### config.mk
export PLATFORM = sky130hd
export DESIGN_NAME = vic_irq_ctrl
export DESIGN_NICKNAME = d
export VERILOG_FILES = /design/src/hdl/vic_pkg.sv /design/src/hdl/vic_irq_ctrl.sv
export SDC_FILE = /design/constraint.sdc
export NUM_CORES = 1
export LEC_CHECK = 0
export BUFFER_PORTS_ARGS = -buffer_cell sky130_fd_sc_hd__buf_2
export CAP_MARGIN = 25
export CELL_PAD_IN_SITES_DETAIL_PLACEMENT = 0
export CELL_PAD_IN_SITES_GLOBAL_PLACEMENT = 1
export CORE_MARGIN = 3
export CORE_UTILIZATION = 28
export DETAILED_ROUTE_END_ITERATION = 16
export PLACE_DENSITY_LB_ADDON = 0.1
export SYNTH_ARGS = -nofsm -noshare
export SYNTH_HDL_FRONTEND = slang
export SYNTH_SLANG_ARGS = --single-unit
### constraint.sdc
create_clock -name pclk -period 1.3 [get_ports pclk]
set_input_delay 0.13 -clock pclk [delete_from_list [all_inputs] [get_ports pclk]]
set_output_delay 0.13 -clock pclk [all_outputs]
set_load 0.02 [all_outputs]
### src/hdl/vic_pkg.sv
package vic_pkg;

    // Register indices and their byte addresses on the bus (four bytes per index).
    localparam logic [7:0] PRIMARY_IDX = 8'h0B;
    localparam logic [7:0] SECONDARY_IDX = 8'h1E;
    localparam logic [7:0] PRIMARY_ADDR = {PRIMARY_IDX[5:0], 2'b00};
    localparam logic [7:0] SECONDARY_ADDR = {SECONDARY_IDX[5:0], 2'b00};

    // Field positions in the primary control register.
    localparam int unsigned P_GLOBAL_EN = 0;
    localparam int unsigned P_EXT_EN = 1;
    localparam int unsigned P_TIMER_EN = 2;
    localparam int unsigned P_CONV_EN = 3;
    localparam int unsigned P_EXT_FLAG = 4;
    localparam int unsigned P_TIMER_FLAG = 5;
    localparam int unsigned P_CONV_FLAG = 6;
    localparam int unsigned P_TEST = 7;

    // Field positions in the secondary control register.
    localparam int unsigned S_TWOWIRE_EN = 0;
    localparam int unsigned S_SERIAL_EN = 1;
    localparam int unsigned S_TWOWIRE_FLAG = 4;
    localparam int unsigned S_SERIAL_FLAG = 5;

    // Source numbering, which is also the priority order, highest first.
    localparam int unsigned SRC_EXT = 0;
    localparam int unsigned SRC_TIMER = 1;
    localparam int unsigned SRC_CONV = 2;
    localparam int unsigned SRC_TWOWIRE = 3;
    localparam int unsigned SRC_SERIAL = 4;
    localparam int unsigned NUM_SRC = 5;

    // Service vector of each source, indexed by source number.
    localparam logic [7:0] VECTORS [NUM_SRC] = '{8'h04, 8'h08, 8'h0C, 8'h10, 8'h14};

    // Values after reset.
    localparam logic [7:0] PRIMARY_RST = 8'h00;
    localparam logic [7:0] SECONDARY_RST = 8'h00;
    localparam logic EXT_PIN_RST = 1'b1;

    // Event inputs from the peripherals and the external pin.
    typedef struct packed {
        logic ext_n;
        logic timer_ovf;
        logic conv_done;
        logic slave_addr_match;
        logic twowire_byte_done;
        logic serial_tx_done;
        logic serial_rx_done;
        logic serial_addr_det;
    } vic_src_t;

    // Status and strobes from the processor sequencer.
    typedef struct packed {
        logic fetch_phase_pulse;
        logic stack_full;
        logic return_with_enable;
        logic plain_return;
        logic halt_exec;
        logic halted;
    } vic_core_t;

    // Call request handed to the sequencer.
    typedef struct packed {
        logic call;
        logic [7:0] vector;
    } vic_call_t;

endpackage

### src/hdl/vic_irq_ctrl.sv
`timescale 1ns/1ps
// Summary of operation
// - Falling edge on external pin sets its flag.
// - External request calls 04H, clears flag, global enable.
// - Timer overflow flag; service calls 08H, clears both.
// - Conversion done flag; service calls 0CH, clears both.
// - Address match or byte done; service calls 10H.
// - Serial done or address; service calls 14H.
// - Entry pushes only the program counter.
// - No acknowledge while the stack is full.
// - Flags still latch while global enable is clear.
// - Re-enabling inside a handler allows nesting.
// - Return-with-enable sets global enable; plain return not.
// - Requests are serviced at the next fetch pulse.
// - Fixed priority: external, timer, converter, two-wire, serial.
// - Clear global enable masks every source.
// - Flags hold until serviced or cleared by software.
// - Primary register holds the four enable bits.
// - Secondary register layout; unused bits read zero.
// - Every source can wake the halted device.
// - Flag already set at halt disables its wake-up.
module vic_irq_ctrl (
    // Clock and reset.
    input wire logic pclk,
    input wire logic presetn,
    // Register bus.
    input wire logic psel,
    input wire logic penable,
    input wire logic pwrite,
    input wire logic [7:0] paddr,
    input wire logic [31:0] pwdata,
    output logic [31:0] prdata,
    output logic pready,
    output logic pslverr,
    // Interrupt sources.
    input wire vic_pkg::vic_src_t sources,
    // Processor sequencer.
    input wire vic_pkg::vic_core_t core,
    output vic_pkg::vic_call_t irq_call,
    output logic push_pc,
    output logic wake_req
);

    logic ext_pin_ff;
    logic global_en_ff;
    logic test_bit_ff;
    logic [vic_pkg::NUM_SRC-1:0] src_en_ff;
    logic [vic_pkg::NUM_SRC-1:0] flags_ff;
    logic [vic_pkg::NUM_SRC-1:0] wake_block_ff;
    logic [31:0] prdata_ff;
    vic_pkg::vic_call_t call_ff;
    logic wake_req_ff;

    logic [vic_pkg::NUM_SRC-1:0] hw_set;
    logic [vic_pkg::NUM_SRC-1:0] pending;
    logic [vic_pkg::NUM_SRC-1:0] nxt_flags;
    logic [vic_pkg::NUM_SRC-1:0] nxt_src_en;
    logic [vic_pkg::NUM_SRC-1:0] new_wake;
    logic [2:0] grant_idx;
    logic take;
    logic nxt_global_en;
    logic nxt_test_bit;
    logic wr_pri;
    logic wr_sec;
    logic hit;
    logic [7:0] rd_byte;

    // Bus decode: zero-wait slave, error on any unmapped address.
    assign hit = (paddr == vic_pkg::PRIMARY_ADDR) || (paddr == vic_pkg::SECONDARY_ADDR);
    assign wr_pri = psel && penable && pwrite && (paddr == vic_pkg::PRIMARY_ADDR);
    assign wr_sec = psel && penable && pwrite && (paddr == vic_pkg::SECONDARY_ADDR);
    assign pready = 1'b1;
    assign pslverr = psel && penable && !hit;
    assign prdata = prdata_ff;

    // External pin history for falling-edge detection.
    always_ff @(posedge pclk or negedge presetn) begin
        if (!presetn) begin
            ext_pin_ff <= vic_pkg::EXT_PIN_RST;
        end else begin
            ext_pin_ff <= sources.ext_n;
        end
    end

    // Hardware events that set each request flag.
    always_comb begin
        hw_set = '0;
        hw_set[vic_pkg::SRC_EXT] = ext_pin_ff && !sources.ext_n;
        hw_set[vic_pkg::SRC_TIMER] = sources.timer_ovf;
        hw_set[vic_pkg::SRC_CONV] = sources.conv_done;
        hw_set[vic_pkg::SRC_TWOWIRE] = sources.slave_addr_match
            || sources.twowire_byte_done;
        hw_set[vic_pkg::SRC_SERIAL] = sources.serial_tx_done || sources.serial_rx_done
            || sources.serial_addr_det;
    end

    // Fixed priority pick among enabled pending sources, lowest number first.
    always_comb begin
        pending = flags_ff & src_en_ff;
        grant_idx = 3'(vic_pkg::NUM_SRC - 1);
        for (int i = vic_pkg::NUM_SRC - 1; i >= 0; i--) begin
            if (pending[i]) begin
                grant_idx = 3'(i);
            end
        end
    end

    // Service happens only at a fetch pulse, with global enable and stack room.
    assign take = core.fetch_phase_pulse && global_en_ff && (|pending)
        && !core.stack_full;

    // Next flag values: software write, then service clear, then hardware set wins.
    always_comb begin
        nxt_flags = flags_ff;
        if (wr_pri) begin
            nxt_flags[vic_pkg::SRC_EXT] = pwdata[vic_pkg::P_EXT_FLAG];
            nxt_flags[vic_pkg::SRC_TIMER] = pwdata[vic_pkg::P_TIMER_FLAG];
            nxt_flags[vic_pkg::SRC_CONV] = pwdata[vic_pkg::P_CONV_FLAG];
        end
        if (wr_sec) begin
            nxt_flags[vic_pkg::SRC_TWOWIRE] = pwdata[vic_pkg::S_TWOWIRE_FLAG];
            nxt_flags[vic_pkg::SRC_SERIAL] = pwdata[vic_pkg::S_SERIAL_FLAG];
        end
        if (take) begin
            nxt_flags[grant_idx] = 1'b0;
        end
        nxt_flags = nxt_flags | hw_set;
    end

    // Request flags.
    always_ff @(posedge pclk or negedge presetn) begin
        if (!presetn) begin
            flags_ff <= '0;
        end else begin
            flags_ff <= nxt_flags;
        end
    end

    // Next enable values from software writes.
    always_comb begin
        nxt_src_en = src_en_ff;
        nxt_test_bit = test_bit_ff;
        if (wr_pri) begin
            nxt_src_en[vic_pkg::SRC_EXT] = pwdata[vic_pkg::P_EXT_EN];
            nxt_src_en[vic_pkg::SRC_TIMER] = pwdata[vic_pkg::P_TIMER_EN];
            nxt_src_en[vic_pkg::SRC_CONV] = pwdata[vic_pkg::P_CONV_EN];
            nxt_test_bit = pwdata[vic_pkg::P_TEST];
        end
        if (wr_sec) begin
            nxt_src_en[vic_pkg::SRC_TWOWIRE] = pwdata[vic_pkg::S_TWOWIRE_EN];
            nxt_src_en[vic_pkg::SRC_SERIAL] = pwdata[vic_pkg::S_SERIAL_EN];
        end
    end

    // Per-source enables and the stored test bit, which steers nothing.
    always_ff @(posedge pclk or negedge presetn) begin
        if (!presetn) begin
            src_en_ff <= '0;
            test_bit_ff <= vic_pkg::PRIMARY_RST[vic_pkg::P_TEST];
        end else begin
            src_en_ff <= nxt_src_en;
            test_bit_ff <= nxt_test_bit;
        end
    end

    // Global enable: write, then return-with-enable, then service entry clears it.
    always_comb begin
        nxt_global_en = global_en_ff;
        if (wr_pri) begin
            nxt_global_en = pwdata[vic_pkg::P_GLOBAL_EN];
        end
        if (core.return_with_enable) begin
            nxt_global_en = 1'b1;
        end
        if (take) begin
            nxt_global_en = 1'b0;
        end
    end

    // Global enable register; a plain return leaves it alone.
    always_ff @(posedge pclk or negedge presetn) begin
        if (!presetn) begin
            global_en_ff <= vic_pkg::PRIMARY_RST[vic_pkg::P_GLOBAL_EN];
        end else begin
            global_en_ff <= nxt_global_en;
        end
    end

    // Call request to the sequencer: one-cycle pulse with the vector.
    always_ff @(posedge pclk or negedge presetn) begin
        if (!presetn) begin
            call_ff <= '0;
        end else begin
            call_ff.call <= take;
            if (take) begin
                call_ff.vector <= vic_pkg::VECTORS[grant_idx];
            end
        end
    end

    // Only the program counter is pushed; no other state is saved.
    assign irq_call = call_ff;
    assign push_pc = call_ff.call;

    // Flags already set when halt executes lose their wake-up.
    always_ff @(posedge pclk or negedge presetn) begin
        if (!presetn) begin
            wake_block_ff <= '0;
        end else if (core.halt_exec) begin
            wake_block_ff <= flags_ff;
        end
    end

    // Any new event from a source not blocked at halt wakes the halted core, enabled or not.
    assign new_wake = hw_set & ~flags_ff & ~wake_block_ff;

    always_ff @(posedge pclk or negedge presetn) begin
        if (!presetn) begin
            wake_req_ff <= 1'b0;
        end else begin
            wake_req_ff <= core.halted && (|new_wake);
        end
    end

    assign wake_req = wake_req_ff;

    // Read data view of the addressed register.
    always_comb begin
        rd_byte = 8'h00;
        if (paddr == vic_pkg::PRIMARY_ADDR) begin
            rd_byte[vic_pkg::P_GLOBAL_EN] = global_en_ff;
            rd_byte[vic_pkg::P_EXT_EN] = src_en_ff[vic_pkg::SRC_EXT];
            rd_byte[vic_pkg::P_TIMER_EN] = src_en_ff[vic_pkg::SRC_TIMER];
            rd_byte[vic_pkg::P_CONV_EN] = src_en_ff[vic_pkg::SRC_CONV];
            rd_byte[vic_pkg::P_EXT_FLAG] = flags_ff[vic_pkg::SRC_EXT];
            rd_byte[vic_pkg::P_TIMER_FLAG] = flags_ff[vic_pkg::SRC_TIMER];
            rd_byte[vic_pkg::P_CONV_FLAG] = flags_ff[vic_pkg::SRC_CONV];
            rd_byte[vic_pkg::P_TEST] = test_bit_ff;
        end else if (paddr == vic_pkg::SECONDARY_ADDR) begin
            rd_byte[vic_pkg::S_TWOWIRE_EN] = src_en_ff[vic_pkg::SRC_TWOWIRE];
            rd_byte[vic_pkg::S_SERIAL_EN] = src_en_ff[vic_pkg::SRC_SERIAL];
            rd_byte[vic_pkg::S_TWOWIRE_FLAG] = flags_ff[vic_pkg::SRC_TWOWIRE];
            rd_byte[vic_pkg::S_SERIAL_FLAG] = flags_ff[vic_pkg::SRC_SERIAL];
        end
    end

    // Read data is captured in the setup cycle and held through the access.
    always_ff @(posedge pclk or negedge presetn) begin
        if (!presetn) begin
            prdata_ff <= 32'h00000000;
        end else if (psel && !penable && !pwrite) begin
            prdata_ff <= {24'h000000, rd_byte};
        end
    end

    // Checks on the behaviour above.
    a_ext_edge_flag: assert property (@(posedge pclk) disable iff (!presetn)
        $fell(sources.ext_n) |=> flags_ff[vic_pkg::SRC_EXT])
        else $error("external falling edge did not set its flag");

    a_call_vector: assert property (@(posedge pclk) disable iff (!presetn)
        take |=> irq_call.call && (irq_call.vector == vic_pkg::VECTORS[$past(grant_idx)]))
        else $error("call vector does not match granted source");

    a_ext_first: assert property (@(posedge pclk) disable iff (!presetn)
        take && pending[vic_pkg::SRC_EXT] |=> irq_call.vector == 8'h04 && !global_en_ff)
        else $error("external request not served first at 04H");

    a_entry_clears: assert property (@(posedge pclk) disable iff (!presetn)
        take && !hw_set[grant_idx] |=> !global_en_ff && !flags_ff[$past(grant_idx)])
        else $error("service entry left flag or global enable set");

    a_stack_full: assert property (@(posedge pclk) disable iff (!presetn)
        core.stack_full |=> !irq_call.call)
        else $error("call issued while stack full");

    a_global_mask: assert property (@(posedge pclk) disable iff (!presetn)
        !global_en_ff |=> !irq_call.call)
        else $error("call issued with global enable clear");

    a_fetch_only: assert property (@(posedge pclk) disable iff (!presetn)
        irq_call.call |-> $past(core.fetch_phase_pulse))
        else $error("call not aligned to a fetch pulse");

    a_pending_kept: assert property (@(posedge pclk) disable iff (!presetn)
        !global_en_ff && hw_set[vic_pkg::SRC_TIMER] |=> flags_ff[vic_pkg::SRC_TIMER] [*2])
        else $error("timer request lost while masked");

    a_return_sets: assert property (@(posedge pclk) disable iff (!presetn)
        core.return_with_enable && !take |=> global_en_ff)
        else $error("return with enable did not set global enable");

    a_plain_return: assert property (@(posedge pclk) disable iff (!presetn)
        core.plain_return && !core.return_with_enable && !wr_pri && !take
        |=> global_en_ff == $past(global_en_ff))
        else $error("plain return changed global enable");

    a_sec_zero: assert property (@(posedge pclk) disable iff (!presetn)
        psel && !penable && !pwrite && paddr == vic_pkg::SECONDARY_ADDR
        |=> prdata[3:2] == 2'b00 && prdata[31:6] == 26'h0)
        else $error("unused secondary bits read nonzero");

    a_wake_blocked: assert property (@(posedge pclk) disable iff (!presetn)
        core.halted && ((hw_set & ~wake_block_ff) == '0) |=> !wake_req)
        else $error("blocked source woke the core");

    a_timer_flag_set: assert property (@(posedge pclk) disable iff (!presetn)
        sources.timer_ovf |=> flags_ff[vic_pkg::SRC_TIMER])
        else $error("timer overflow did not set its flag");

    a_conv_flag_set: assert property (@(posedge pclk) disable iff (!presetn)
        sources.conv_done |=> flags_ff[vic_pkg::SRC_CONV])
        else $error("conversion done did not set its flag");

    a_twowire_flag_set: assert property (@(posedge pclk) disable iff (!presetn)
        sources.slave_addr_match || sources.twowire_byte_done
        |=> flags_ff[vic_pkg::SRC_TWOWIRE])
        else $error("two-wire event did not set its flag");

    a_serial_flag_set: assert property (@(posedge pclk) disable iff (!presetn)
        sources.serial_tx_done || sources.serial_rx_done || sources.serial_addr_det
        |=> flags_ff[vic_pkg::SRC_SERIAL])
        else $error("serial event did not set its flag");

    a_flag_held: assert property (@(posedge pclk) disable iff (!presetn)
        flags_ff[vic_pkg::SRC_TIMER] && !take && !wr_pri |=> flags_ff[vic_pkg::SRC_TIMER])
        else $error("timer flag dropped without service or clear");

    a_wake_event: assert property (@(posedge pclk) disable iff (!presetn)
        core.halted && sources.conv_done && !flags_ff[vic_pkg::SRC_CONV]
        && !wake_block_ff[vic_pkg::SRC_CONV] |=> wake_req)
        else $error("conversion event did not wake the halted core");

    c_nested: cover property (@(posedge pclk) disable iff (!presetn)
        irq_call.call ##[1:50] irq_call.call);

    c_stack_wait: cover property (@(posedge pclk) disable iff (!presetn)
        (core.stack_full && global_en_ff && |pending) ##[1:8] take);

    c_wake: cover property (@(posedge pclk) disable iff (!presetn) wake_req);

    c_ext_served: cover property (@(posedge pclk) disable iff (!presetn)
        irq_call.call && irq_call.vector == vic_pkg::VECTORS[vic_pkg::SRC_EXT]);

    c_serial_served: cover property (@(posedge pclk) disable iff (!presetn)
        irq_call.call && irq_call.vector == vic_pkg::VECTORS[vic_pkg::SRC_SERIAL]);

endmodule

==> impl_metrics.toml <==
[finish]
syn2layout_area_growth_pct = 44.2
n_antenna_cell = 0
drive_above_1_share_pct = 52.3
num-nets-final = 302
mostFrequentLayoutCells = "46 x sky130_fd_sc_hd__buf_2, 32 x sky130_fd_sc_hd__buf_4, 30 x sky130_fd_sc_hd__conb_1, 30 x sky130_fd_sc_hd__dfrtp_1, 15 x sky130_fd_sc_hd__nand2_1"
layout.core_utilization_pct = 42.8
final_design_area_no_fill_sq_um = 2430
final_common_cell = "sky130_fd_sc_hd__buf_2"

[sta]
setup_repair_after_global_routing_missed_its_margin = "yes"
final.setup_skew_ps = 9.16
post-route-worst-setup-slack_ps = -225
period_needed_ps = 1520
hold_viol_final = 0
setup_total_negative_slack_ps = -3470
slew_violations = 0
fin_crit_sh_pct = 117
timing.final.setup_violations = 22
clock.fmax_ghz = 0.656

[global_routing]
antenna_found_initial = 0
grt.total_usage_pct = 12.8
grt_first_pass_wirelength_mm = 7.20
remaining_global_route_overflow = 0
grt_pass1_vias = 1450
largest_net_degree_at_the_start_of_global_routing = 32

[pwr]
leakagePower_uw = 0.00121
power-per-cell-area_nw_per_um2 = 992
seq_power_share_pct = 42.7
power.share.clock_pct = 40.5
total_switching_power_uw = 632
power.share.switching_pct = 26.2
internal_power_uw = 1780
comb_power_share_pct = 16.8
worst_ir_drop_vdd_mv = 0.511

[die]
placementRows = 27
start_util_pct = 29.7
die_area_sq_um = 6990
top_level_i_o_count = 104
floorplan.die.height_um = 83.6
dieWidth_um = 83.6
core_region_area_sq_um = 5680

[setup_path]
cp_endpoint_kind = "output port"
worstSetupStartpointType = "input port"
worstPathMaxFanout = 2
worst_ep_required_time_ps = 1170
worstSetupPathType = "in2out"
cp.arrival_ps = 1390

[run]
maxCapViolCount = 0

[place]
placed_area_sq_um = 2100
place_congestion = 0.839
dp_worst_setup_slack_ps = -488
dp_hpwl_mm = 3.29
io_buffers = 48

[clock_network]
root_buffer_cell = "sky130_fd_sc_hd__clkbuf_8"
clk_pin_slew_ps = 60
htree_num_levels = 2
cts_tree = "done"
clkLatencyLatePin_ps = 280
clock_sink_count = 31
cts_inserted_buffers = 5
ctsLongestPathBuffers = 2

[logic_synthesis]
synth_seq_cells = 31
ys_warn_count = 0
synth_area_sq_um = 1690
async_flop_share_pct = 100
synth_edf_count = 0
dominantRegCellSynth = "sky130_fd_sc_hd__dfrtp_1"
seq_area_frac_synth_pct = 46.1
syn_area_per_cell_sq_um = 10.9
postSynthCellCount = 155
synth_cell_types = 38

[status]
status = "finished with violations"
violations = "negative setup slack"

[detailed_routing]
routedWlPerCell_um = 13.8
finalWirelength_mm = 4.34
drt-pass1-iter-count = 4
drcViolationCount = 0
vias_after_detailed_routing = 1377
post_drt_via_cell_ratio = 4.37
count_of_antenna_violating_nets_left_after_detailed_routing = 0
drt_iter0_drc = 28

[hold_path]
min_path_type = "in2reg"
==> cell type report <==
cell class              instances  area, sq um
clock buffers                   6         82.6
inverters                       3         11.3
well taps                      72         90.1
fillers                       572         3250
multi-input cells             116          887
repair buffers                 85          547
flip-flops and latches         31          777
clock inverters                 2         35.0
==> power groups by stage <==
| stage | Sequential [uW] | Clock [uW] | Combinational (uW) |
|---|---|---|---|
| 2_1_floorplan | 1090 | 0 | 225 |
| 3_3_place_gp | 1050 | 0 | 364 |
| 3_5_place_dp | 1050 | 0 | 369 |
| 4_1_cts | 1030 | 1020 | 386 |
| 5_1_grt | 1030 | 1060 | 441 |
| 6_report | 1030 | 978 | 404 |
==> critical path, stage by stage <==
cell and delay [ps]:
sky130_fd_sc_hd__buf_6 90, sky130_fd_sc_hd__or4b_4 550, sky130_fd_sc_hd__buf_6 140, sky130_fd_sc_hd__buf_6 100, sky130_fd_sc_hd__a211oi_2 160, sky130_fd_sc_hd__nor2_1 70
sky130_fd_sc_hd__buf_4 160
==> final timing paths <==
kind,slack [ps],startpoint,cells after the start,to
worst max-delay path,-220,paddr[7],7,pslverr
min in group asynchronous,400,presetn,3,irq_call[2]$_DFFE_PN0P_
worst max register to register,-80,flags_ff[1]$_DFF_PN0_,5,irq_call[3]$_DFFE_PN0P_
worst min-delay path,70,sources[5],2,flags_ff[2]$_DFF_PN0_
max in group asynchronous,560,presetn,3,ext_pin_ff$_DFF_PN1_
worst min register to register,480,prdata[4]$_DFFE_PN0P_,2,prdata[4]$_DFFE_PN0P_
==> cell families after synthesis <==
family          share of synthesized area (%)
buf+inv                                  15.4
simple gates                             15.5
flops                                    46.1
fa+ha+maj                               0.742
mux                                      11.2
compound gates                           10.6
other cells                             0.446
==> metal layers <==
metal  vias up  GRT usage, %  wire length, um  share of wire [%]
li1        663             -                -                  -
met1       657          15.6             1880                 43
met2        55          21.5             2110                 49
met3         2          3.95              322                7.4
met4         0          3.95               28               0.65
met5         -             0                0                  0
==> per-stage QoR <==
stage	std cells	hold slack (ps)	power [uW]
2_1_floorplan	183	-166	1320
3_3_place_gp	299	177	1410
3_5_place_dp	299	181	1420
4_1_cts	312	59.4	2430
5_1_grt	315	68.2	2540
6_report	315	71.3	2410
==> cells in the mapped netlist, types with 3 or more instances <==
library cell / count / area [sq um]
sky130_fd_sc_hd__mux2i_1: 5 / 50.1
sky130_fd_sc_hd__nand3_1: 3 / 15.0
sky130_fd_sc_hd__o21ai_0: 3 / 15.0
sky130_fd_sc_hd__a22oi_1: 6 / 45.0
sky130_fd_sc_hd__nor2_1: 7 / 26.3
sky130_fd_sc_hd__nand2_1: 16 / 60.1
sky130_fd_sc_hd__mux2_2: 7 / 78.8
sky130_fd_sc_hd__mux2_4: 4 / 60.1
sky130_fd_sc_hd__dfrtp_1: 30 / 751
sky130_fd_sc_hd__a22o_1: 4 / 35.0
sky130_fd_sc_hd__nor3_1: 4 / 20.0
sky130_fd_sc_hd__buf_4: 31 / 233
sky130_fd_sc_hd__inv_1: 3 / 11.3
==> flip-flops by register name, indices dropped and copies added (netlist names) <==
name,flops
prdata,8
flags_ff,5
src_en_ff,5
wake_block_ff,5
irq_call,3
ext_pin_ff,1
global_en_ff,1
push_pc,1
test_bit_ff,1
wake_req,1
==> timing repair <==
item | in CTS | in global routing
setup endpoints to repair | 25 | 25
cloned | 0 | 0
hold buffers | 2 | 0
pin swaps | 13 | 9
resized for setup | 14 | 15
buffers inserted | 3 | 3
hold endpoints to repair | 31 | 0
No activity file was read; power rests on OpenSTA's default activity.
